File: src/design/cmbf_params.svh
// constants for the can message buffer packer
`ifndef CMBF_PARAMS_SVH
`define CMBF_PARAMS_SVH
`define CMBF_WORDS_PER_BUF  4'h8
`define CMBF_W0_SID_HI      12
`define CMBF_W0_SID_LO      2
`define CMBF_W0_SRR         1
`define CMBF_W0_IDE         0
`define CMBF_W1_EID_HI      11
`define CMBF_W1_EID_LO      0
`define CMBF_W2_EID_HI      15
`define CMBF_W2_EID_LO      10
`define CMBF_W2_RTR         9
`define CMBF_W2_RB1         8
`define CMBF_W2_RB0         4
`define CMBF_W2_DLC_HI      3
`define CMBF_W2_DLC_LO      0
`define CMBF_W7_FHIT_HI     12
`define CMBF_W7_FHIT_LO     8
`define CMBF_DIR_TX         1'b1
`endif

File: src/design/cmbf_pkg.sv
// types for the can message buffer packer
package cmbf_pkg;
  typedef struct packed {
    logic [10:0] std_ident;
    logic        srr;
    logic        ide;
    logic [17:0] ext_ident;
    logic        rtr;
    logic [3:0]  dlc;
    logic [63:0] data;
  } cmbf_frame_type;
  typedef enum logic [1:0] {
    CMBF_IDLE,
    CMBF_WRITE,
    CMBF_READ,
    CMBF_WAIT
  } cmbf_state_type;
endpackage

File: src/design/cmbf_buffer.sv
// can message buffer image packer and unpacker over dma ram
`include "cmbf_params.svh"

module cmbf_buffer #(
  parameter int ADDR_W = 16,
  parameter int BUF_W  = 5
) (
  // clock and reset
  input  wire logic                    core_clk_i,
  input  wire logic                    rst_b_i,
  // configuration
  input  wire logic [ADDR_W-1:0]       base_addr_i,
  // store request, receive or transmit buffer
  input  wire logic                    store_req_i,
  input  wire logic [BUF_W-1:0]        store_buf_i,
  input  wire logic                    buffer_direction_sel_i,
  input  wire logic [4:0]              filter_match_index_i,
  input  wire cmbf_pkg::cmbf_frame_type store_frame_i,
  // transmit fetch request
  input  wire logic                    fetch_req_i,
  input  wire logic [BUF_W-1:0]        fetch_buf_i,
  output logic                         fetch_done_o,
  output cmbf_pkg::cmbf_frame_type     fetch_frame_o,
  output logic                         busy_o,
  // dma ram port, read data valid one cycle after request
  output logic                         ram_req_o,
  output logic                         ram_we_o,
  output logic [ADDR_W-1:0]            ram_addr_o,
  output logic [15:0]                  ram_wdata_o,
  input  wire logic [15:0]             ram_rdata_i
);
  import cmbf_pkg::*;

  cmbf_state_type state_q, state_d;
  logic [3:0]        idx_q, idx_d;
  logic [ADDR_W-1:0] bufa_q, bufa_d;
  logic              rx_q, rx_d;
  logic [4:0]        fhit_q, fhit_d;
  cmbf_frame_type    frm_q, frm_d;
  logic              done_q, done_d;
  logic              req_q, req_d;
  logic              we_q, we_d;
  logic [ADDR_W-1:0] addr_q, addr_d;
  logic [15:0]       wd_q, wd_d;
  logic              busy_q, busy_d;

  // start address of buffer n
  function automatic logic [ADDR_W-1:0] buf_base(input logic [ADDR_W-1:0] b,
                                                 input logic [BUF_W-1:0] n);
    buf_base = b + ADDR_W'({n, 3'h0});
  endfunction

  // pack one word of the image
  function automatic logic [15:0] pack_word(input logic [2:0] w, input cmbf_frame_type f,
                                            input logic [4:0] fh);
    pack_word = 16'h0000;
    case (w)
      3'h0: pack_word = {3'h0, f.std_ident, f.srr, f.ide};
      3'h1: pack_word = {4'h0, f.ext_ident[17:6]};
      3'h2: pack_word = {f.ext_ident[5:0], f.rtr, 1'b0, 3'h0, 1'b0, f.dlc};
      3'h3: pack_word = {f.data[15:8], f.data[7:0]};
      3'h4: pack_word = {f.data[31:24], f.data[23:16]};
      3'h5: pack_word = {f.data[47:40], f.data[39:32]};
      3'h6: pack_word = {f.data[63:56], f.data[55:48]};
      3'h7: pack_word = {3'h0, fh, 8'h00};
      default: pack_word = 16'h0000;
    endcase
  endfunction

  // fold one read word into the frame
  function automatic cmbf_frame_type unpack_word(input logic [2:0] w, input logic [15:0] d,
                                                 input cmbf_frame_type f);
    cmbf_frame_type r;
    r = f;
    case (w)
      3'h0: {r.std_ident, r.srr, r.ide} = d[12:0];
      3'h1: r.ext_ident[17:6] = d[11:0];
      3'h2: begin
        r.ext_ident[5:0] = d[15:10];
        r.rtr            = d[9];
        r.dlc            = d[3:0];
      end
      3'h3: r.data[15:0]  = d;
      3'h4: r.data[31:16] = d;
      3'h5: r.data[47:32] = d;
      3'h6: r.data[63:48] = d;
      default: r = f;
    endcase
    unpack_word = r;
  endfunction

  always_comb begin
    state_d  = state_q;
    idx_d    = idx_q;
    bufa_d   = bufa_q;
    rx_d     = rx_q;
    fhit_d   = fhit_q;
    frm_d    = frm_q;
    done_d   = 1'b0;
    req_d    = 1'b0;
    we_d     = 1'b0;
    addr_d   = addr_q;
    wd_d     = wd_q;
    case (state_q)
      CMBF_IDLE: begin
        idx_d = 4'h0;
        if (store_req_i) begin
          state_d = CMBF_WRITE;
          bufa_d  = buf_base(base_addr_i, store_buf_i);
          rx_d    = (buffer_direction_sel_i != `CMBF_DIR_TX);
          fhit_d  = filter_match_index_i;
          frm_d   = store_frame_i;
        end else if (fetch_req_i) begin
          // word 0 read leaves on the taking edge to hide the ram latency
          state_d = CMBF_READ;
          bufa_d  = buf_base(base_addr_i, fetch_buf_i);
          req_d   = 1'b1;
          addr_d  = buf_base(base_addr_i, fetch_buf_i);
          idx_d   = 4'h1;
        end
      end
      CMBF_WRITE: begin
        // word 7 skipped for transmit buffers
        if (idx_q == 4'h7 && !rx_q) begin
          state_d = CMBF_IDLE;
          done_d  = 1'b1;
        end else begin
          req_d  = 1'b1;
          we_d   = 1'b1;
          addr_d = bufa_q + ADDR_W'(idx_q);
          wd_d   = pack_word(idx_q[2:0], frm_q, fhit_q);
          idx_d  = idx_q + 4'h1;
          if (idx_q == 4'h7) begin
            state_d = CMBF_IDLE;
            done_d  = 1'b1;
          end
        end
      end
      CMBF_READ: begin
        // issue words 1..6, take word idx-2 one cycle after its read
        req_d  = 1'b1;
        addr_d = bufa_q + ADDR_W'(idx_q);
        idx_d  = idx_q + 4'h1;
        if (idx_q >= 4'h2) frm_d = unpack_word(3'(idx_q - 4'h2), ram_rdata_i, frm_q);
        if (idx_q == 4'h6) state_d = CMBF_WAIT;
      end
      CMBF_WAIT: begin
        // drain the data of words 5 and 6
        frm_d = unpack_word(3'(idx_q - 4'h2), ram_rdata_i, frm_q);
        idx_d = idx_q + 4'h1;
        if (idx_q == 4'h8) begin
          done_d  = 1'b1;
          state_d = CMBF_IDLE;
        end
      end
      default: state_d = CMBF_IDLE;
    endcase
    busy_d = (state_d != CMBF_IDLE);
  end

  always_ff @(posedge core_clk_i) begin
    if (!rst_b_i) begin
      state_q  <= CMBF_IDLE;
      idx_q    <= 4'h0;
      bufa_q   <= '0;
      rx_q     <= 1'b0;
      fhit_q   <= 5'h00;
      frm_q    <= '0;
      done_q   <= 1'b0;
      req_q    <= 1'b0;
      we_q     <= 1'b0;
      addr_q   <= '0;
      wd_q     <= 16'h0000;
      busy_q   <= 1'b0;
    end else begin
      state_q  <= state_d;
      idx_q    <= idx_d;
      bufa_q   <= bufa_d;
      rx_q     <= rx_d;
      fhit_q   <= fhit_d;
      frm_q    <= frm_d;
      done_q   <= done_d;
      req_q    <= req_d;
      we_q     <= we_d;
      addr_q   <= addr_d;
      wd_q     <= wd_d;
      busy_q   <= busy_d;
    end
  end

  assign fetch_done_o  = done_q;
  assign fetch_frame_o = frm_q;
  assign busy_o        = busy_q;
  assign ram_req_o     = req_q;
  assign ram_we_o      = we_q;
  assign ram_addr_o    = addr_q;
  assign ram_wdata_o   = wd_q;
endmodule

File: config.mk
export PLATFORM = sky130hd
export DESIGN_NAME = cmbf_buffer
export DESIGN_NICKNAME = d
export VERILOG_FILES = /design/src/design/cmbf_pkg.sv /design/src/design/cmbf_buffer.sv
export VERILOG_INCLUDE_DIRS = /design/src /design/src/design
export SDC_FILE = /design/constraint.sdc
export NUM_CORES = 1
export LEC_CHECK = 0
export BUFFER_PORTS_ARGS = -buffer_cell sky130_fd_sc_hd__buf_2
export CAP_MARGIN = 20
export CORE_MARGIN = 2
export CORE_UTILIZATION = 41
export CTS_CLUSTER_DIAMETER = 80
export DETAILED_ROUTE_END_ITERATION = 16
export GPL_TIMING_DRIVEN = 0
export PLACE_DENSITY = 0.75
export SYNTH_ARGS = -nofsm -noshare
export SYNTH_HDL_FRONTEND = slang
export SYNTH_SLANG_ARGS = --single-unit
File: constraint.sdc
create_clock -name core_clk_i -period 2.34 [get_ports core_clk_i]
set_input_delay 0.234 -clock core_clk_i [delete_from_list [all_inputs] [get_ports core_clk_i]]
set_output_delay 0.234 -clock core_clk_i [all_outputs]
set_load 0.02 [all_outputs]
==> flow_results.xml, run 1 <==
<?xml version="1.0" encoding="UTF-8"?>
<metrics>
  <group name="place">
    <metric name="place_congestion" unit="">0.982</metric>
    <metric name="port_buffers" unit="">285</metric>
    <metric name="place.detailed.hpwl" unit="um">29000</metric>
  </group>
  <group name="finish">
    <metric name="layout_cell_share_with_drive_strength_beyond_1" unit="">0.322</metric>
    <metric name="postLayoutCoreUtil" unit="">0.555</metric>
    <metric name="flow.area_growth_from_synthesis" unit="%">31.9</metric>
    <metric name="fillers" unit="">1952</metric>
    <metric name="final_net_count" unit="">1544</metric>
  </group>
  <group name="timing">
    <metric name="final_slew_violations" unit="">0</metric>
    <metric name="min_period_over_period" unit="">1.02</metric>
    <metric name="setup_viol_count_final" unit="">1</metric>
    <metric name="worst_pin_slew" unit="ns">0.895</metric>
    <metric name="max-slew-margin-rel" unit="">0.402</metric>
    <metric name="rsz_0062_raised_after_global_routing" unit="">true</metric>
    <metric name="final_critical_delay_including_setup_and_external_delays" unit="ns">2.38</metric>
    <metric name="fmax" unit="GHz">0.421</metric>
    <metric name="finClkSkew" unit="ns">0.0140</metric>
    <metric name="final-hold-violation-count" unit="">0</metric>
    <metric name="final.setup.worst_slack" unit="ns">-0.0358</metric>
  </group>
  <group name="logic_synthesis">
    <metric name="synth.net_count" unit="">1223</metric>
    <metric name="most_repeated_cell_in_the_gate_level_netlist_after_synthesis" unit="">sky130_fd_sc_hd__dfxtp_1</metric>
    <metric name="synth.cell_area" unit="sq mm">0.00860</metric>
    <metric name="synth-seq-area-share" unit="">0.382</metric>
    <metric name="synthArstFlopShare" unit="">0</metric>
    <metric name="yosysWarnings" unit="">0</metric>
    <metric name="synth-seq-cells" unit="">164</metric>
    <metric name="avgSynthCellArea" unit="sq um">8.27</metric>
    <metric name="synth_top_area_share" unit="">0.382</metric>
    <metric name="synth.top_cells.by_area" unit="">sky130_fd_sc_hd__dfxtp_1 38%, sky130_fd_sc_hd__a211oi_1 10%, sky130_fd_sc_hd__a21oi_1 8.7%</metric>
    <metric name="ys_dominant_reg_cell" unit="">sky130_fd_sc_hd__dfxtp_1</metric>
    <metric name="ys_top_cells_by_count" unit="">164 x sky130_fd_sc_hd__dfxtp_1, 155 x sky130_fd_sc_hd__nor2_1, 149 x sky130_fd_sc_hd__a21oi_1</metric>
    <metric name="post_synthesis_cell_count" unit="">1040</metric>
    <metric name="netlist-cell-type-count" unit="">66</metric>
    <metric name="synth_top_cell_by_area" unit="">sky130_fd_sc_hd__dfxtp_1</metric>
    <metric name="synth-edff-count" unit="">0</metric>
  </group>
  <group name="detailed_routing">
    <metric name="wirelength" unit="um">37300</metric>
    <metric name="via_per_inst" unit="">6.05</metric>
    <metric name="final_ant_viol_nets" unit="">0</metric>
    <metric name="firstDrtPassIters" unit="">8</metric>
    <metric name="route.detailed.wl_per_inst" unit="um">22.7</metric>
    <metric name="drt_drc_violations_left" unit="">0</metric>
    <metric name="detailroute.via_count" unit="">9946</metric>
    <metric name="1st_iter_drt_viols" unit="">1084</metric>
  </group>
  <group name="power">
    <metric name="peakVddDrop" unit="mV">0.629</metric>
    <metric name="total_power" unit="W">0.0114</metric>
    <metric name="leakagePower" unit="nW">4.94</metric>
    <metric name="cellPowerDensity" unit="mW/mm^2">1010</metric>
  </group>
  <group name="worst_setup_path">
    <metric name="timing.critical_path.max_delay_family" unit="">compound AO/OA/AOI/OAI gates</metric>
    <metric name="critPathCaptureType" unit="">flip-flop</metric>
    <metric name="worst_path_max_delay_cell" unit="">sky130_fd_sc_hd__a222oi_1</metric>
    <metric name="crit_type" unit="">flip-flop to flip-flop</metric>
    <metric name="critical_path.max_stage_delay" unit="ns">0.62</metric>
    <metric name="worst-endpoint-arrival" unit="ns">2.69</metric>
    <metric name="path_cells" unit="">inv_1 &gt; ha_1 &gt; buf_6 &gt; and2_4 &gt; buf_8 &gt; a222oi_1 &gt; nand2_1 &gt; a22oi_2 &gt; nor2_1</metric>
    <metric name="worst_setup_path_start_kind" unit="">flip-flop</metric>
    <metric name="critical_path.n_buffers_inverters" unit="">3</metric>
    <metric name="timing.critical_path.fanout_max" unit="">10</metric>
    <metric name="timing.critical_path.required" unit="ns">2.65</metric>
  </group>
  <group name="die">
    <metric name="die_height" unit="um">149</metric>
    <metric name="design.die.area" unit="sq mm">0.0221</metric>
    <metric name="core-area" unit="sq mm">0.0204</metric>
    <metric name="boundaryPins" unit="">288</metric>
    <metric name="initial_utilization" unit="">0.421</metric>
    <metric name="dieWidth" unit="um">149</metric>
    <metric name="placement_rows" unit="">52</metric>
  </group>
  <group name="grt">
    <metric name="grt_pass1_vias" unit="">9188</metric>
    <metric name="first_pass_grt_wire_length" unit="um">54900</metric>
    <metric name="gr_util_all_layers" unit="">0.330</metric>
    <metric name="antenna_found_initial" unit="">1</metric>
    <metric name="maximum_number_of_pins_on_one_net_before_global_route_repair" unit="">17</metric>
    <metric name="grt.overflow.total" unit="">0</metric>
  </group>
  <group name="clock_network">
    <metric name="htreeDepth" unit="">4</metric>
    <metric name="tritoncts" unit="">built</metric>
    <metric name="clock_sinks" unit="">164</metric>
    <metric name="cts_made_buffers" unit="">17</metric>
    <metric name="clk_transition_reported_paths" unit="ns">0.06</metric>
    <metric name="clockRootBuffer" unit="">sky130_fd_sc_hd__clkbuf_16</metric>
    <metric name="number_of_buffers_on_the_longest_clock_path" unit="">2</metric>
    <metric name="worst_skew_pair.late_latency" unit="ns">0.45</metric>
  </group>
  <group name="outcome">
    <metric name="failed_checks" unit="">negative setup slack</metric>
    <metric name="outcome" unit="">complete, but fails checks</metric>
  </group>
  <group name="run">
    <metric name="max-cap-violations" unit="">0</metric>
  </group>
  <group name="worst_hold_path">
    <metric name="holdCritPathClass" unit="">input port to flip-flop</metric>
  </group>
</metrics>
-- worst min-delay path, cell delays in order --
cell and delay, ns:
sky130_fd_sc_hd__buf_2 0.10, sky130_fd_sc_hd__nand2_1 0.05, sky130_fd_sc_hd__a21oi_1 0.05
-- cell families (layout without fill, tap and decap cells) --
kind of cell	count (synthesis)	count (layout)	synth area share
mux	19	19	0.0227
fa+ha+maj	31	31	0.0477
compound gates	402	402	0.314
simple gates	306	306	0.159
xor+xnor	22	22	0.0224
buf+inv	96	430	0.0523
flops	164	164	0.382
other cells	0	1	0
-- cell type report --
class	count	area [sq um]	share of cell area
repair buffers	303	1560	0.138
clock buffers	19	443	0.0391
well taps	270	338	0.0298
diodes	1	2.50	0.000221
inverters	15	61.3	0.00541
plain buffers	80	519	0.0458
clock inverters	13	115	0.0102
multi-input cells	780	5000	0.441
flip-flops and latches	164	3300	0.291
-- registers in the layout, summed over array words and instances (netlist names) --
register       count
fetch_frame_o    100
bufa_q            16
ram_addr_o        16
ram_wdata_o       16
fhit_q             5
idx_q              4
state_q            2
busy_o             1
fetch_done_o       1
ram_req_o          1
ram_we_o           1
rx_q               1
-- routing by layer --
| layer | GRT usage | up-vias | routed length (um) |
|---|---|---|---|
| met5 | 0 | - | 0 |
| met4 | 0.153 | 0 | 2140 |
| met3 | 0.0743 | 144 | 3670 |
| met2 | 0.540 | 726 | 17300 |
| met1 | 0.414 | 4602 | 14200 |
| li1 | - | 4474 | - |
-- power breakdown --
part / switching [W] / internal [W] / leakage [nW]
combinational: 0.00302 / 0.00167 / 3.31
clock: 0.00130 / 0.00142 / 0.271
sequential: 0.000595 / 0.00341 / 1.36
total: 0.00492 / 0.00650 / 4.94
-- timing repair --
item | CTS | global route
buffers inserted | 9 | 8
pin swaps | 4 | 9
hold buffers | 1 | 0
setup endpoints to repair | 129 | 109
endpoints found under the hold margin | 1 | 0
resized for setup | 51 | 47
-- layout by cell type, fill, tap and decap left out, drive strengths merged, types with 4 or more instances in the layout --
master and instances:
a221oi 7, a21oi 157, a211oi 120, a222oi 12
nand2b 6, or2 4, a22oi 17, dfxtp 164
inv 23, nor2 156, a32oi 5, a22o 6
o211ai 12, xor2 6, nor3 9, nand2 61
mux2i 15, o21a 4, clkbuf 54, a31oi 5
buf 347, a21o 5, nor2b 24, xnor2 16
nand4 8, and2 4, and3 8, o21ai 36
nand3 16, ha 28, mux2 4
-- final timing paths --
| check | start | to | slack (ns) | depth (start not counted) |
|---|---|---|---|---|
| max | idx_q[0] | ram_wdata_o[14] | -0.04 | 9 |
| min | filter_match_index_i[1] | fhit_q[1] | 0.04 | 3 |
| max reg2reg | idx_q[0] | ram_wdata_o[14] | -0.04 | 9 |
| min reg2reg | ram_wdata_o[0] | ram_wdata_o[0] | 0.45 | 2 |
-- stage by stage --
stage	hold slack, ns	setup WS, ns	setup TNS [ns]	std cells	cell area (sq um)
after global placement	0.437	-0.487	-43.46	1595	10400
final	0.0395	-0.0358	-0.0358	1645	11300
after detailed placement	0.443	-0.515	-47.50	1595	10400
after floorplan	0.330	0.216	0	1040	8600
after CTS	0.0340	0.00239	0	1636	11100
after global routing	0.0448	-0.0365	-0.0884	1645	11300
No activity file was read; power rests on OpenSTA's default activity.
==> run 2, diff against run 1 <==
--- a/config.mk
+++ b/config.mk
@@ -10,6 +10,7 @@
 export CAP_MARGIN = 20
 export CORE_MARGIN = 2
 export CORE_UTILIZATION = 41
+export CTS_BUF_LIST = sky130_fd_sc_hd__clkbuf_4 sky130_fd_sc_hd__clkbuf_8 sky130_fd_sc_hd__clkbuf_16
 export CTS_CLUSTER_DIAMETER = 80
 export DETAILED_ROUTE_END_ITERATION = 16
 export GPL_TIMING_DRIVEN = 0
==> run 2 against run 1 <==
Largest cell class unchanged. Combinational power rose by 2%. First-iteration DRC count is 1.0% lower. Count of clock-buffer cells in the layout is the same. Utilization up 0.36 points. Register-to-register slack gained 0.04 ns. Sequential power barely moved. Fmax is 1.8% higher. The flow now finishes without violations.
==> flow_results.xml, run 2 (synthesis gave the netlist of run 1 again) <==
<?xml version="1.0" encoding="UTF-8"?>
<metrics>
  <group name="grt">
    <metric name="first_pass_grt_wire_length" unit="um">55000</metric>
    <metric name="grt_pass1_vias" unit="">9153</metric>
    <metric name="maximum_number_of_pins_on_one_net_before_global_route_repair" unit="">17</metric>
    <metric name="grt.overflow.total" unit="">0</metric>
    <metric name="gr_util_all_layers" unit="">0.330</metric>
    <metric name="antenna_found_initial" unit="">1</metric>
  </group>
  <group name="detailed_routing">
    <metric name="1st_iter_drt_viols" unit="">1073</metric>
    <metric name="detailroute.via_count" unit="">10000</metric>
    <metric name="wirelength" unit="um">37700</metric>
    <metric name="route.detailed.wl_per_inst" unit="um">22.8</metric>
    <metric name="via_per_inst" unit="">6.07</metric>
    <metric name="firstDrtPassIters" unit="">7</metric>
    <metric name="final_ant_viol_nets" unit="">0</metric>
    <metric name="drt_drc_violations_left" unit="">0</metric>
  </group>
  <group name="worst_setup_path">
    <metric name="worst-endpoint-arrival" unit="ns">2.65</metric>
    <metric name="timing.critical_path.fanout_max" unit="">10</metric>
    <metric name="worst_path_max_delay_cell" unit="">sky130_fd_sc_hd__a222oi_1</metric>
    <metric name="timing.critical_path.max_delay_family" unit="">compound AO/OA/AOI/OAI gates</metric>
    <metric name="path_depth" unit="">9</metric>
    <metric name="worst_setup_path_start_kind" unit="">flip-flop</metric>
    <metric name="critical_path.max_stage_delay" unit="ns">0.59</metric>
    <metric name="worst-r2r-cell-count" unit="">9</metric>
    <metric name="crit_type" unit="">flip-flop to flip-flop</metric>
    <metric name="path_cells" unit="">inv_1 &gt; ha_2 &gt; buf_6 &gt; and2_4 &gt; buf_8 &gt; a222oi_1 &gt; nand2_1 &gt; a22oi_2 &gt; nor2_1</metric>
    <metric name="timing.critical_path.required" unit="ns">2.65</metric>
    <metric name="critical_path.n_buffers_inverters" unit="">3</metric>
    <metric name="critPathCaptureType" unit="">flip-flop</metric>
  </group>
  <group name="die">
    <metric name="placement_rows" unit="">52</metric>
    <metric name="dieWidth" unit="um">149</metric>
    <metric name="boundaryPins" unit="">288</metric>
    <metric name="initial_utilization" unit="">0.421</metric>
    <metric name="design.die.area" unit="sq mm">0.0221</metric>
    <metric name="die_height" unit="um">149</metric>
    <metric name="core-area" unit="sq mm">0.0204</metric>
  </group>
  <group name="place">
    <metric name="place.detailed.hpwl" unit="um">29000</metric>
    <metric name="place_congestion" unit="">0.982</metric>
    <metric name="dpl_worst_slack" unit="ns">-0.515</metric>
    <metric name="port_buffers" unit="">285</metric>
    <metric name="placedInstanceArea" unit="sq mm">0.0104</metric>
    <metric name="dp_cells" unit="">1595</metric>
  </group>
  <group name="timing">
    <metric name="finClkSkew" unit="ns">0.0149</metric>
    <metric name="final_slew_violations" unit="">0</metric>
    <metric name="worst_pin_slew" unit="ns">0.893</metric>
    <metric name="final-hold-violation-count" unit="">0</metric>
    <metric name="setup_viol_count_final" unit="">0</metric>
    <metric name="rsz_0062_raised_after_global_routing" unit="">true</metric>
    <metric name="final.setup.worst_slack" unit="ns">0.00590</metric>
    <metric name="min_period_over_period" unit="">0.997</metric>
    <metric name="final_critical_delay_including_setup_and_external_delays" unit="ns">2.33</metric>
    <metric name="fmax" unit="GHz">0.428</metric>
    <metric name="max-slew-margin-rel" unit="">0.404</metric>
  </group>
  <group name="run">
    <metric name="max-cap-violations" unit="">0</metric>
  </group>
  <group name="finish">
    <metric name="final_net_count" unit="">1549</metric>
    <metric name="largest_register_ffs" unit="">100</metric>
    <metric name="mostFrequentLayoutCell" unit="">sky130_fd_sc_hd__buf_2</metric>
    <metric name="layout_common_cells" unit="">306 x sky130_fd_sc_hd__buf_2, 160 x sky130_fd_sc_hd__dfxtp_1, 154 x sky130_fd_sc_hd__nor2_1</metric>
    <metric name="postLayoutCoreUtil" unit="">0.558</metric>
    <metric name="layout_cell_share_with_drive_strength_beyond_1" unit="">0.326</metric>
    <metric name="fillers" unit="">1937</metric>
    <metric name="multiInputGateArea" unit="sq mm">0.00502</metric>
    <metric name="flow.area_growth_from_synthesis" unit="%">32.7</metric>
    <metric name="finish.instance_area" unit="sq mm">0.0114</metric>
    <metric name="seqCellArea" unit="sq mm">0.00330</metric>
    <metric name="layout.cells.non_filler" unit="">1650</metric>
  </group>
  <group name="clock_network">
    <metric name="clk_transition_reported_paths" unit="ns">0.06</metric>
    <metric name="clockRootBuffer" unit="">sky130_fd_sc_hd__clkbuf_16</metric>
    <metric name="worst_skew_pair.late_latency" unit="ns">0.45</metric>
    <metric name="clock_sinks" unit="">164</metric>
    <metric name="tritoncts" unit="">built</metric>
    <metric name="number_of_buffers_on_the_longest_clock_path" unit="">2</metric>
    <metric name="htreeDepth" unit="">4</metric>
    <metric name="cts_made_buffers" unit="">17</metric>
  </group>
  <group name="worst_hold_path">
    <metric name="hold_path_depth" unit="">3</metric>
    <metric name="holdCritPathClass" unit="">input port to flip-flop</metric>
  </group>
  <group name="power">
    <metric name="peakVddDrop" unit="mV">0.636</metric>
    <metric name="cellPowerDensity" unit="mW/mm^2">1010</metric>
    <metric name="leakagePower" unit="nW">4.97</metric>
    <metric name="total_power" unit="W">0.0115</metric>
  </group>
  <group name="outcome">
    <metric name="outcome" unit="">completed</metric>
  </group>
</metrics>
==> run 2: through the flow <==
| step | hold slack, ns | TNS (ns) |
|---|---|---|
| after floorplan | 0.330 | 0 |
| after global placement | 0.437 | -43.46 |
| after detailed placement | 0.443 | -47.50 |
| after CTS | 0.0340 | 0 |
| after global routing | 0.0463 | -0.0549 |
| final | 0.0423 | 0 |
==> run 2: report_power, final <==
part,switching (W),internal [W]
Sequential,0.000598,0.00341
Clock,0.00131,0.00144
Combinational,0.00307,0.00172
==> run 2: path summary, 6_finish.rpt <==
path / startpoint / endpoint / slack, ns
worst min-delay path: filter_match_index_i[4] / fhit_q[4] / 0.04
worst max-delay path: idx_q[0] / ram_wdata_o[14] / 0.006
worst min register to register: ram_wdata_o[0] / ram_wdata_o[0] / 0.45
worst max register to register: idx_q[0] / ram_wdata_o[14] / 0.006
==> run 2: area by class of cell <==
type                       count  area share
antenna                        1    0.000219
buffer                        80      0.0465
clock buffer                  19      0.0392
clock inverter                13      0.0101
inverter                      15     0.00537
multi-input combinational    780       0.440
sequential                   164       0.289
tap                          270      0.0296
timing repair buffer         308       0.140
==> run 2: per-layer routing <==
| layer | wire length (um) | global-route usage | up-vias | part of all wire |
|---|---|---|---|---|
| li1 | - | - | 4474 | - |
| met1 | 14400 | 0.420 | 4672 | 0.38 |
| met2 | 17400 | 0.541 | 743 | 0.46 |
| met3 | 3790 | 0.0648 | 133 | 0.10 |
| met4 | 2080 | 0.155 | 0 | 0.055 |
| met5 | 0 | 0 | - | 0 |
==> run 2: repair_timing <==
| action | CTS | global route |
|---|---|---|
| pin swaps | 4 | 9 |
| endpoints found under the setup margin | 129 | 109 |
| setup buffers | 10 | 10 |
| gates resized for setup | 51 | 58 |
| cloned | 0 | 2 |
| hold buffers | 1 | 0 |
| endpoints found under the hold margin | 1 | 0 |
==> run 2: worst register-to-register path: cells and delay by family (launching register included) <==
kind	cells	cell delay (ns)
adders and majority gates	1	0.21
AOI/OAI and AO/OA	2	0.81
DFF	1	0.37
and+or+nand+nor	3	0.49
buffers and inverters	3	0.34
